==> src/logic/dit_defs.vh <==
// Constants for the digital input terminal function block.
// Assumes a 40 MHz system clock and six input terminals.
`ifndef DIT_DEFS_VH
`define DIT_DEFS_VH
`define DIT_NTERM        6
`define DIT_CODE_W       7
`define DIT_FREQ_W       16
// Terminal function codes
`define DIT_F_JOG        7'h09
`define DIT_F_UP         7'h0A
`define DIT_F_DOWN       7'h0B
`define DIT_F_UP2        7'h0C
`define DIT_F_DOWN2      7'h0D
`define DIT_F_FORWARD_JOG       7'h0E
`define DIT_F_REVERSE_JOG       7'h0F
`define DIT_F_ACC1       7'h10
`define DIT_F_ACC2       7'h11
`define DIT_F_HOLD       7'h12
`define DIT_F_BB_NO      7'h13
`define DIT_F_BB_NC      7'h14
`define DIT_F_FST_NO     7'h15
`define DIT_F_FST_NC     7'h16
`define DIT_F_EF_LO      7'h17
`define DIT_F_EF_HI      7'h26
`define DIT_F_FRST       7'h27
`define DIT_F_OH2        7'h28
// Frequency source code for terminal up/down
`define DIT_SRC_UPDOWN   3'h2
// Analog input setting that makes it a lower-limit source
`define DIT_AIN_LOWER    2'h2
// External fault responses
`define DIT_EF_RAMP      2'h0
`define DIT_EF_COAST     2'h1
`define DIT_EF_FAST      2'h2
`define DIT_EF_ALARM     2'h3
// Timing
`define DIT_CLK_KHZ      40000
`define DIT_DEB_MS       2
`define DIT_DEB_CYC      (`DIT_DEB_MS * `DIT_CLK_KHZ)
`define DIT_JOGCF_MS     500
`define DIT_JOGCF_CYC    (`DIT_JOGCF_MS * `DIT_CLK_KHZ)
`define DIT_UDSTEP_MS    10
`define DIT_UDSTEP_CYC   (`DIT_UDSTEP_MS * `DIT_CLK_KHZ)
`define DIT_BLINK_BIT    23
`endif

==> src/logic/dit_top.v <==
// Digital input terminal function logic of a motor drive.
// Assumes control inputs and parameters synchronous or static;
// ramp, speed search and motor control sit outside.
`timescale 1ns/10ps
`include "dit_defs.vh"

module dit_top #(
   parameter DEB_CYC    = `DIT_DEB_CYC,
   parameter JOGCF_CYC  = `DIT_JOGCF_CYC,
   parameter UDSTEP_CYC = `DIT_UDSTEP_CYC
) (
   input  wire        clk_sys,
   input  wire        rstn,
   input  wire [5:0]  term_in,
   input  wire [41:0] input_function_select,
   input  wire        run_cmd,
   input  wire        drive_running,
   input  wire        motor_stopped,
   input  wire [15:0] freq_ref_in,
   input  wire [15:0] jog_frequency_param,
   input  wire [15:0] freq_upper_limit,
   input  wire [15:0] freq_lower_limit,
   input  wire [15:0] analog_in,
   input  wire [1:0]  analog_function,
   input  wire [2:0]  freq_source_select_1,
   input  wire [2:0]  freq_source_select_2,
   input  wire        source_2_active,
   input  wire        freq_command_hold_enable,
   input  wire        reverse_disable,
   output reg  [15:0] freq_command,
   output reg         run_reverse,
   output reg         jog_run,
   output reg         jog_ramp_sel,
   output reg  [1:0]  ramp_pair_sel,
   output reg         ramp_hold,
   output reg         output_disable,
   output wire        output_block_alarm,
   output reg         speed_search_start,
   output reg         fast_stop_active,
   output reg         ramp_stop_req,
   output reg         jog_conflict_alarm,
   output reg         input_selection_error,
   output reg         external_fault_indication,
   output reg  [2:0]  ext_fault_terminal,
   output reg  [1:0]  ext_fault_stop_mode,
   output reg         ext_fault_alarm,
   output reg         external_overheat_alarm
);

   // Per-terminal decoded function hits
   wire [5:0] t_jog, t_up, t_dn, t_up2, t_dn2;
   wire [5:0] t_forward_jog, t_reverse_jog, t_acc1, t_acc2, t_hold;
   wire [5:0] t_bb, t_fst, t_frst, t_oh;
   wire [5:0] a_up, a_dn;        // Assignment present
   wire [5:0] t_efdet;           // External fault detected
   wire [5:0] t_efalm;           // Alarm-only fault detected
   wire [5:0] t_eflatch;         // Latching fault detected
   wire [11:0] t_efresp;         // Response code per terminal
   wire [5:0] lvl;               // Debounced terminal levels

   genvar g;
   generate
      for (g = 0; g < `DIT_NTERM; g = g + 1) begin : term
         reg        s1;          // First sync stage
         reg        s2;          // Second sync stage
         reg        deb;         // Debounced level
         reg [16:0] cnt;         // Stability counter
         wire [6:0] code;
         wire [6:0] efi;
         wire       is_ef;
         wire       act;
         assign code = input_function_select[7*g +: 7];

         // Two-stage sync, then level must hold DEB_CYC
         always @(posedge clk_sys) begin
            if (!rstn) begin
               s1  <= 1'b0;
               s2  <= 1'b0;
               deb <= 1'b0;
               cnt <= 17'h00000;
            end else begin
               s1 <= term_in[g];
               s2 <= s1;
               if (s2 == deb) begin
                  cnt <= 17'h00000;
               end else if (cnt >= DEB_CYC - 1) begin
                  deb <= s2;
                  cnt <= 17'h00000;
               end else begin
                  cnt <= cnt + 17'h00001;
               end
            end
         end
         assign lvl[g] = deb;

         assign t_jog[g]  = deb & (code == `DIT_F_JOG);
         assign a_up[g]   = (code == `DIT_F_UP);
         assign a_dn[g]   = (code == `DIT_F_DOWN);
         assign t_up[g]   = deb & a_up[g];
         assign t_dn[g]   = deb & a_dn[g];
         assign t_up2[g]  = deb & (code == `DIT_F_UP2);
         assign t_dn2[g]  = deb & (code == `DIT_F_DOWN2);
         assign t_forward_jog[g] = deb & (code == `DIT_F_FORWARD_JOG);
         assign t_reverse_jog[g] = deb & (code == `DIT_F_REVERSE_JOG);
         assign t_acc1[g] = deb & (code == `DIT_F_ACC1);
         assign t_acc2[g] = deb & (code == `DIT_F_ACC2);
         assign t_hold[g] = deb & (code == `DIT_F_HOLD);
         // Normally-closed variants act on an open contact
         assign t_bb[g]   = (deb & (code == `DIT_F_BB_NO))
                          | (!deb & (code == `DIT_F_BB_NC));
         assign t_fst[g]  = (deb & (code == `DIT_F_FST_NO))
                          | (!deb & (code == `DIT_F_FST_NC));
         assign t_frst[g] = deb & (code == `DIT_F_FRST);
         assign t_oh[g]   = deb & (code == `DIT_F_OH2);

         // Fault code offset: bit0 polarity, bit1 run-only
         assign is_ef = (code >= `DIT_F_EF_LO)
                      && (code <= `DIT_F_EF_HI);
         assign efi   = code - `DIT_F_EF_LO;
         assign act   = efi[0] ? !deb : deb;
         assign t_efdet[g] = is_ef & act
                           & (!efi[1] | drive_running);
         assign t_efresp[2*g +: 2] = efi[3:2];
         assign t_efalm[g] = t_efdet[g]
                           & (efi[3:2] == `DIT_EF_ALARM);
         assign t_eflatch[g] = t_efdet[g]
                             & (efi[3:2] != `DIT_EF_ALARM);
      end
   endgenerate

   // Merged function levels
   wire jog  = |t_jog;
   wire up   = |t_up;
   wire dn   = |t_dn;
   wire up2  = |t_up2;
   wire dn2  = |t_dn2;
   wire forward_jog = |t_forward_jog;
   wire reverse_jog = |t_reverse_jog & !reverse_disable;
   wire blk  = |t_bb;
   wire fst  = |t_fst;
   wire frst = |t_frst;

   // Active frequency source selection
   wire [2:0] src_sel = source_2_active ? freq_source_select_2
                                        : freq_source_select_1;
   wire ud_en = (src_sel == `DIT_SRC_UPDOWN);

   // Lower limit may come from the analog input
   wire [15:0] low_lim =
      ((analog_function == `DIT_AIN_LOWER)
       && (analog_in < freq_lower_limit))
      ? analog_in : freq_lower_limit;

   // Up/down step prescaler; one unit per step period
   reg [18:0] ud_pre;
   wire       ud_tick = (ud_pre >= UDSTEP_CYC - 1);
   always @(posedge clk_sys) begin
      if (!rstn || ud_tick) begin
         ud_pre <= 19'h00000;
      end else begin
         ud_pre <= ud_pre + 19'h00001;
      end
   end

   // Up/down frequency command store
   reg  [15:0] ud_freq;
   reg  [15:0] next_ud;
   reg         run_q;        // Run command last cycle
   always @* begin
      next_ud = ud_freq;
      if (!run_cmd && !freq_command_hold_enable) begin
         next_ud = 16'h0000;
      end else if (!run_cmd && (up || dn)) begin
         next_ud = 16'h0000;
      end else if (run_cmd && ud_en && ud_tick) begin
         // Only one closed moves; both or none hold
         if (up && !dn && ud_freq < freq_upper_limit) begin
            next_ud = ud_freq + 16'h0001;
         end else if (dn && !up && ud_freq > low_lim) begin
            next_ud = ud_freq - 16'h0001;
         end
      end
      // Keep the stored value inside the limits while running
      if (run_cmd && next_ud > freq_upper_limit) begin
         next_ud = freq_upper_limit;
      end else if (run_cmd && next_ud < low_lim) begin
         next_ud = low_lim;
      end
   end
   always @(posedge clk_sys) begin
      if (!rstn) begin
         ud_freq <= 16'h0000;
         run_q   <= 1'b0;
      end else begin
         ud_freq <= next_ud;
         run_q   <= run_cmd;
      end
   end

   // Bias from second up/down pair, never the command itself
   reg [15:0] bias;
   always @(posedge clk_sys) begin
      if (!rstn) begin
         bias <= 16'h0000;
      end else if (ud_tick && up2 && !dn2
                   && bias < freq_upper_limit) begin
         bias <= bias + 16'h0001;
      end else if (ud_tick && dn2 && !up2
                   && bias != 16'h0000) begin
         bias <= bias - 16'h0001;
      end
   end

   // Base command before bias
   wire [15:0] base_f = ud_en ? ud_freq : freq_ref_in;
   // Sum kept one bit wider so an overflow can be clamped
   wire [16:0] biased = {1'b0, base_f} + {1'b0, bias};
   wire [15:0] biased_c =
      (biased > {1'b0, freq_upper_limit})
      ? freq_upper_limit : biased[15:0];
   wire jog_any = forward_jog | reverse_jog;

   // Frequency command, direction and ramp selection
   always @(posedge clk_sys) begin
      if (!rstn) begin
         freq_command  <= 16'h0000;
         run_reverse   <= 1'b0;
         jog_run       <= 1'b0;
         jog_ramp_sel  <= 1'b0;
         ramp_pair_sel <= 2'h0;
         ramp_hold     <= 1'b0;
      end else begin
         if (jog_any) begin
            // Forward wins if both; conflict timer handles that
            freq_command <= jog_frequency_param;
            run_reverse  <= !forward_jog;
            jog_run      <= 1'b1;
         end else if (jog) begin
            freq_command <= jog_frequency_param;
            jog_run      <= 1'b0;
         end else begin
            freq_command <= biased_c;
            jog_run      <= 1'b0;
         end
         // Direction only means something during a jog run
         if (!jog_any) begin
            run_reverse  <= 1'b0;
         end
         jog_ramp_sel  <= jog_any | jog;
         ramp_pair_sel <= {|t_acc2, |t_acc1};
         ramp_hold     <= |t_hold;
      end
   end

   // Both jog inputs held together: time then alarm
   reg [24:0] jcf_cnt;
   always @(posedge clk_sys) begin
      if (!rstn) begin
         jcf_cnt            <= 25'h0000000;
         jog_conflict_alarm <= 1'b0;
      end else if (forward_jog && (|t_reverse_jog)) begin
         if (jcf_cnt >= JOGCF_CYC - 1) begin
            jog_conflict_alarm <= 1'b1;
         end else begin
            jcf_cnt <= jcf_cnt + 25'h0000001;
         end
      end else begin
         jcf_cnt            <= 25'h0000000;
         jog_conflict_alarm <= 1'b0;
      end
   end

   // Output blocking, restart by speed search on release
   reg        blk_q;
   reg [23:0] blink;    // Free-running flash divider
   always @(posedge clk_sys) begin
      if (!rstn) begin
         output_disable     <= 1'b0;
         blk_q              <= 1'b0;
         speed_search_start <= 1'b0;
         blink              <= 24'h000000;
      end else begin
         blink              <= blink + 24'h000001;
         blk_q              <= blk;
         output_disable     <= blk;
         speed_search_start <= blk_q && !blk && run_cmd;
      end
   end
   // Flashes only while blocked
   assign output_block_alarm = output_disable
                             & blink[`DIT_BLINK_BIT];

   // Fast stop latch; restart blocked until all released
   always @(posedge clk_sys) begin
      if (!rstn) begin
         fast_stop_active <= 1'b0;
      end else if (fst && drive_running) begin
         fast_stop_active <= 1'b1;
      end else if (motor_stopped && !fst && !run_cmd) begin
         fast_stop_active <= 1'b0;
      end
   end

   // Lowest-numbered terminal with a latching fault
   reg [2:0] ef_num;
   reg [1:0] ef_resp;
   integer   k;
   always @* begin
      ef_num  = 3'h0;
      ef_resp = 2'h0;
      for (k = `DIT_NTERM - 1; k >= 0; k = k - 1) begin
         if (t_eflatch[k]) begin
            ef_num  = k[2:0] + 3'h1;
            ef_resp = t_efresp[2*k +: 2];
         end
      end
   end

   // Fault reset acts on closure only
   reg  frst_q;
   wire frst_edge = frst && !frst_q;

   // Latched external fault; a live fault wins over reset
   always @(posedge clk_sys) begin
      if (!rstn) begin
         external_fault_indication <= 1'b0;
         ext_fault_terminal        <= 3'h0;
         ext_fault_stop_mode       <= 2'h0;
         frst_q                    <= 1'b0;
      end else begin
         frst_q <= frst;
         if (|t_eflatch && !external_fault_indication) begin
            external_fault_indication <= 1'b1;
            ext_fault_terminal        <= ef_num;
            ext_fault_stop_mode       <= ef_resp;
         end else if (frst_edge && !drive_running
                      && !(|t_eflatch)) begin
            external_fault_indication <= 1'b0;
            ext_fault_terminal        <= 3'h0;
            ext_fault_stop_mode       <= 2'h0;
         end
      end
   end

   // Status levels: alarms, ramp stop, configuration check
   always @(posedge clk_sys) begin
      if (!rstn) begin
         ramp_stop_req           <= 1'b0;
         ext_fault_alarm         <= 1'b0;
         input_selection_error   <= 1'b0;
         external_overheat_alarm <= 1'b0;
      end else begin
         ramp_stop_req <= jog_conflict_alarm;
         ext_fault_alarm <= |t_efalm;
         input_selection_error <= (|a_up) ^ (|a_dn);
         external_overheat_alarm <= |t_oh;
      end
   end

endmodule

==> config.mk <==
export PLATFORM = sky130hd
export DESIGN_NAME = dit_top
export DESIGN_NICKNAME = d
export VERILOG_FILES = /design/src/logic/dit_top.v
export VERILOG_INCLUDE_DIRS = /design/src /design/src/logic
export SDC_FILE = /design/constraint.sdc
export NUM_CORES = 1
export LEC_CHECK = 0
export BUFFER_PORTS_ARGS = -buffer_cell sky130_fd_sc_hd__buf_2
export CAP_MARGIN = 40
export CORE_MARGIN = 5
export CORE_UTILIZATION = 46
export DETAILED_ROUTE_END_ITERATION = 8
export MAX_ROUTING_LAYER = met4
export PLACE_DENSITY = 0.64
export SLEW_MARGIN = 40
export SYNTH_ARGS = -nofsm -noshare
export SYNTH_HDL_FRONTEND = slang
export SYNTH_SLANG_ARGS = --single-unit
==> constraint.sdc <==
create_clock -name clk_sys -period 10.44 [get_ports clk_sys]
set_clock_uncertainty 0.05 [all_clocks]
set_input_delay 1.044 -clock clk_sys [delete_from_list [all_inputs] [get_ports clk_sys]]
set_output_delay 1.044 -clock clk_sys [all_outputs]
set_load 0.02 [all_outputs]
==> out/metrics.cfg <==
[die]
die_x_um=207
num_rows=72
start_util=0.463
die_h_um=207
ioPinCount=181
fp.dieArea_um2=42800
core_um2=38500

[timing]
hold_viol=0
setup_violations=0
min_period_ns=8.37
timing.final.crit_share=0.802
tns_ns=0
fmax_mhz=119
relSlewSlack=0.402
drv_slew=0
worstMarginPinSlew_ns=0.888
rsz0062_at_grt=false

[final_layout]
drive_gt1_frac=0.126
final_nets=2698
areaGrowthSynthToFinish_pct=13.8
layout_common_cells=324 x nor2_1, 257 x dfxtp_1, 180 x buf_2, 172 x ha_1, 154 x nand2_1
fillers=3730
final_common_cell=nor2_1

[grt]
grt-ovfl-total=0
grtUsageTotal=0.241
grt_max_degree=60
grt_pass1_vias=15864
grt_pass1_wl_um=82100
antenna_found_initial=2

[clocking]
cts_resized=0
hold_buffers=0
cts_tree=built
root_buffer=clkbuf_16
postCtsSetupBuffers=0
cts_sinks=257
clk_latency_ns=0.59
ctsLongestPathBuffers=3
path_clk_slew_ns=0.06
cts_buffers=30
cts-htree-levels=1

[routing]
wl_per_cell_um=17.7
ant_nets=0
vias=16784
dr.pass1.iters=6
drt-vias-per-instance=5.75
routed_wl_um=51800
first_iter_violations=1108
route.detailed.drc=0

[synthesis]
ys.flop_type=dfxtp_1
ys_warn_count=0
synth_area_per_cell_um2=7.96
async_flop_share=0
syn_inst=2238
synth_edf_count=0
ys_types=77
syn_area_um2=17800
ys_ff_latch=257
yosysSeqAreaShare=0.289
syn_nets=2556

[worst_hold_path]
min_path_cells=1
hold_class=flip-flop to flip-flop
hp-start=term[1].s1

[pwr]
ir_worst_vdd_mv=0.117
p_leak_uw=0.00831
cellPowerDensity_nw_per_um2=144
p_total_uw=2920

[worst_setup_path]
cp_num_cells=31
reg2regPathDepth=21
cp.arrival_ns=8.82
required_ns=10.88
startpoint_type=primary input
crit_path_start=freq_lower_limit[14]
cp_num_buf_inv=4
max_stage_delay_ns=0.63
r2r-start=ud_freq[2]
path_max_fanout=17
critPathTopFamily=compound AO/OA/AOI/OAI gates
worst_setup_path_end_kind=flip-flop
cp_slowest_cell=a211oi_2
path_class=primary input to flip-flop

[flow_run]
cap_viol_max_count=0

[place]
gp_congestion=0.972
hpwl_um=40300
io_buffer_count=180

[run_status]
status=finished clean

[cells by family (layout without fill, tap and decap cells)]
family,after synthesis,after routing,share of synthesized area
muxes,64,64,0.0371
other,0,1,0
buffers and inverters,181,345,0.0398
adders and majority gates,174,174,0.123
DFF,257,257,0.289
and+or+nand+nor,947,947,0.258
AOI/OAI and AO/OA,421,421,0.159
xor gates and xnor gates,194,194,0.0953
[power breakdown]
group | switching (µW) | leakage (µW) | total (µW) | internal [µW]
registers | 70.1 | 0.00208 | 1090 | 1020
clock network | 433 | 0.000524 | 1120 | 684
logic | 428 | 0.00571 | 715 | 286
total | 932 | 0.00831 | 2920 | 1990
[synth_stat cells (all sizes together), types with 48 or more instances]
cell | n | area share
nand3 | 128 | 0.036
inv | 100 | 0.021
dfxtp | 257 | 0.29
nand4 | 50 | 0.018
ha | 172 | 0.12
clkbuf | 65 | 0.014
nor2 | 324 | 0.068
xor2 | 105 | 0.052
xnor2 | 89 | 0.044
a21oi | 105 | 0.030
nor3 | 56 | 0.016
nand2 | 155 | 0.033
mux2i | 48 | 0.027
o21ai | 69 | 0.019
[worst paths after layout]
kind,endpoint,slack (ns)
max,ud_freq[9],2.07
min,term[1].s2,0.39
max reg2reg,ud_freq[12],3.84
min reg2reg,term[1].s2,0.39
[layout make-up]
type / instances / area [µm²] / area share
tap: 518 / 648 / 0.0320
sequential: 257 / 5140 / 0.254
clock buffer: 41 / 872 / 0.0430
multi-input combinational: 1800 / 12000 / 0.594
antenna: 1 / 2.50 / 0.000123
inverter: 100 / 375 / 0.0185
timing repair buffer: 191 / 983 / 0.0485
clock inverter: 13 / 203 / 0.0100
[per-stage QoR]
step | cells | hold WS (ns) | utilization | worst slack, ns | area, µm²
2_1_floorplan | 2238 | 0.362 | - | 2.88 | 17800
3_3_place_gp | 2866 | 0.372 | 0.498 | 1.52 | 19100
3_5_place_dp | 2866 | 0.370 | 0.499 | 1.57 | 19200
4_1_cts | 2920 | 0.387 | 0.527 | 2.15 | 20300
5_1_grt | 2921 | 0.410 | 0.527 | 1.43 | 20300
6_report | 2921 | 0.387 | 0.527 | 2.07 | 20300
[routing by layer]
metal  global-route usage  routed length (µm)  vias up
met5                    -                   0        -
met1                0.311               23200     7769
met3               0.0353                3090      124
li1                     -                   -     8309
met2                0.391               23600      582
met4               0.0765                1950        0
[flip-flops by register name, indices dropped and copies added, names as in the netlist, 2 cells and up]
name / count
term.cnt: 102
ext_fault_stop_mode: 2
ud_freq: 16
term.s1: 6
bias: 16
ramp_pair_sel: 2
ext_fault_terminal: 3
freq_command: 16
ud_pre: 19
term.s2: 6
term.deb: 6
jcf_cnt: 25
blink: 24
(Power assumes the default switching activity.)
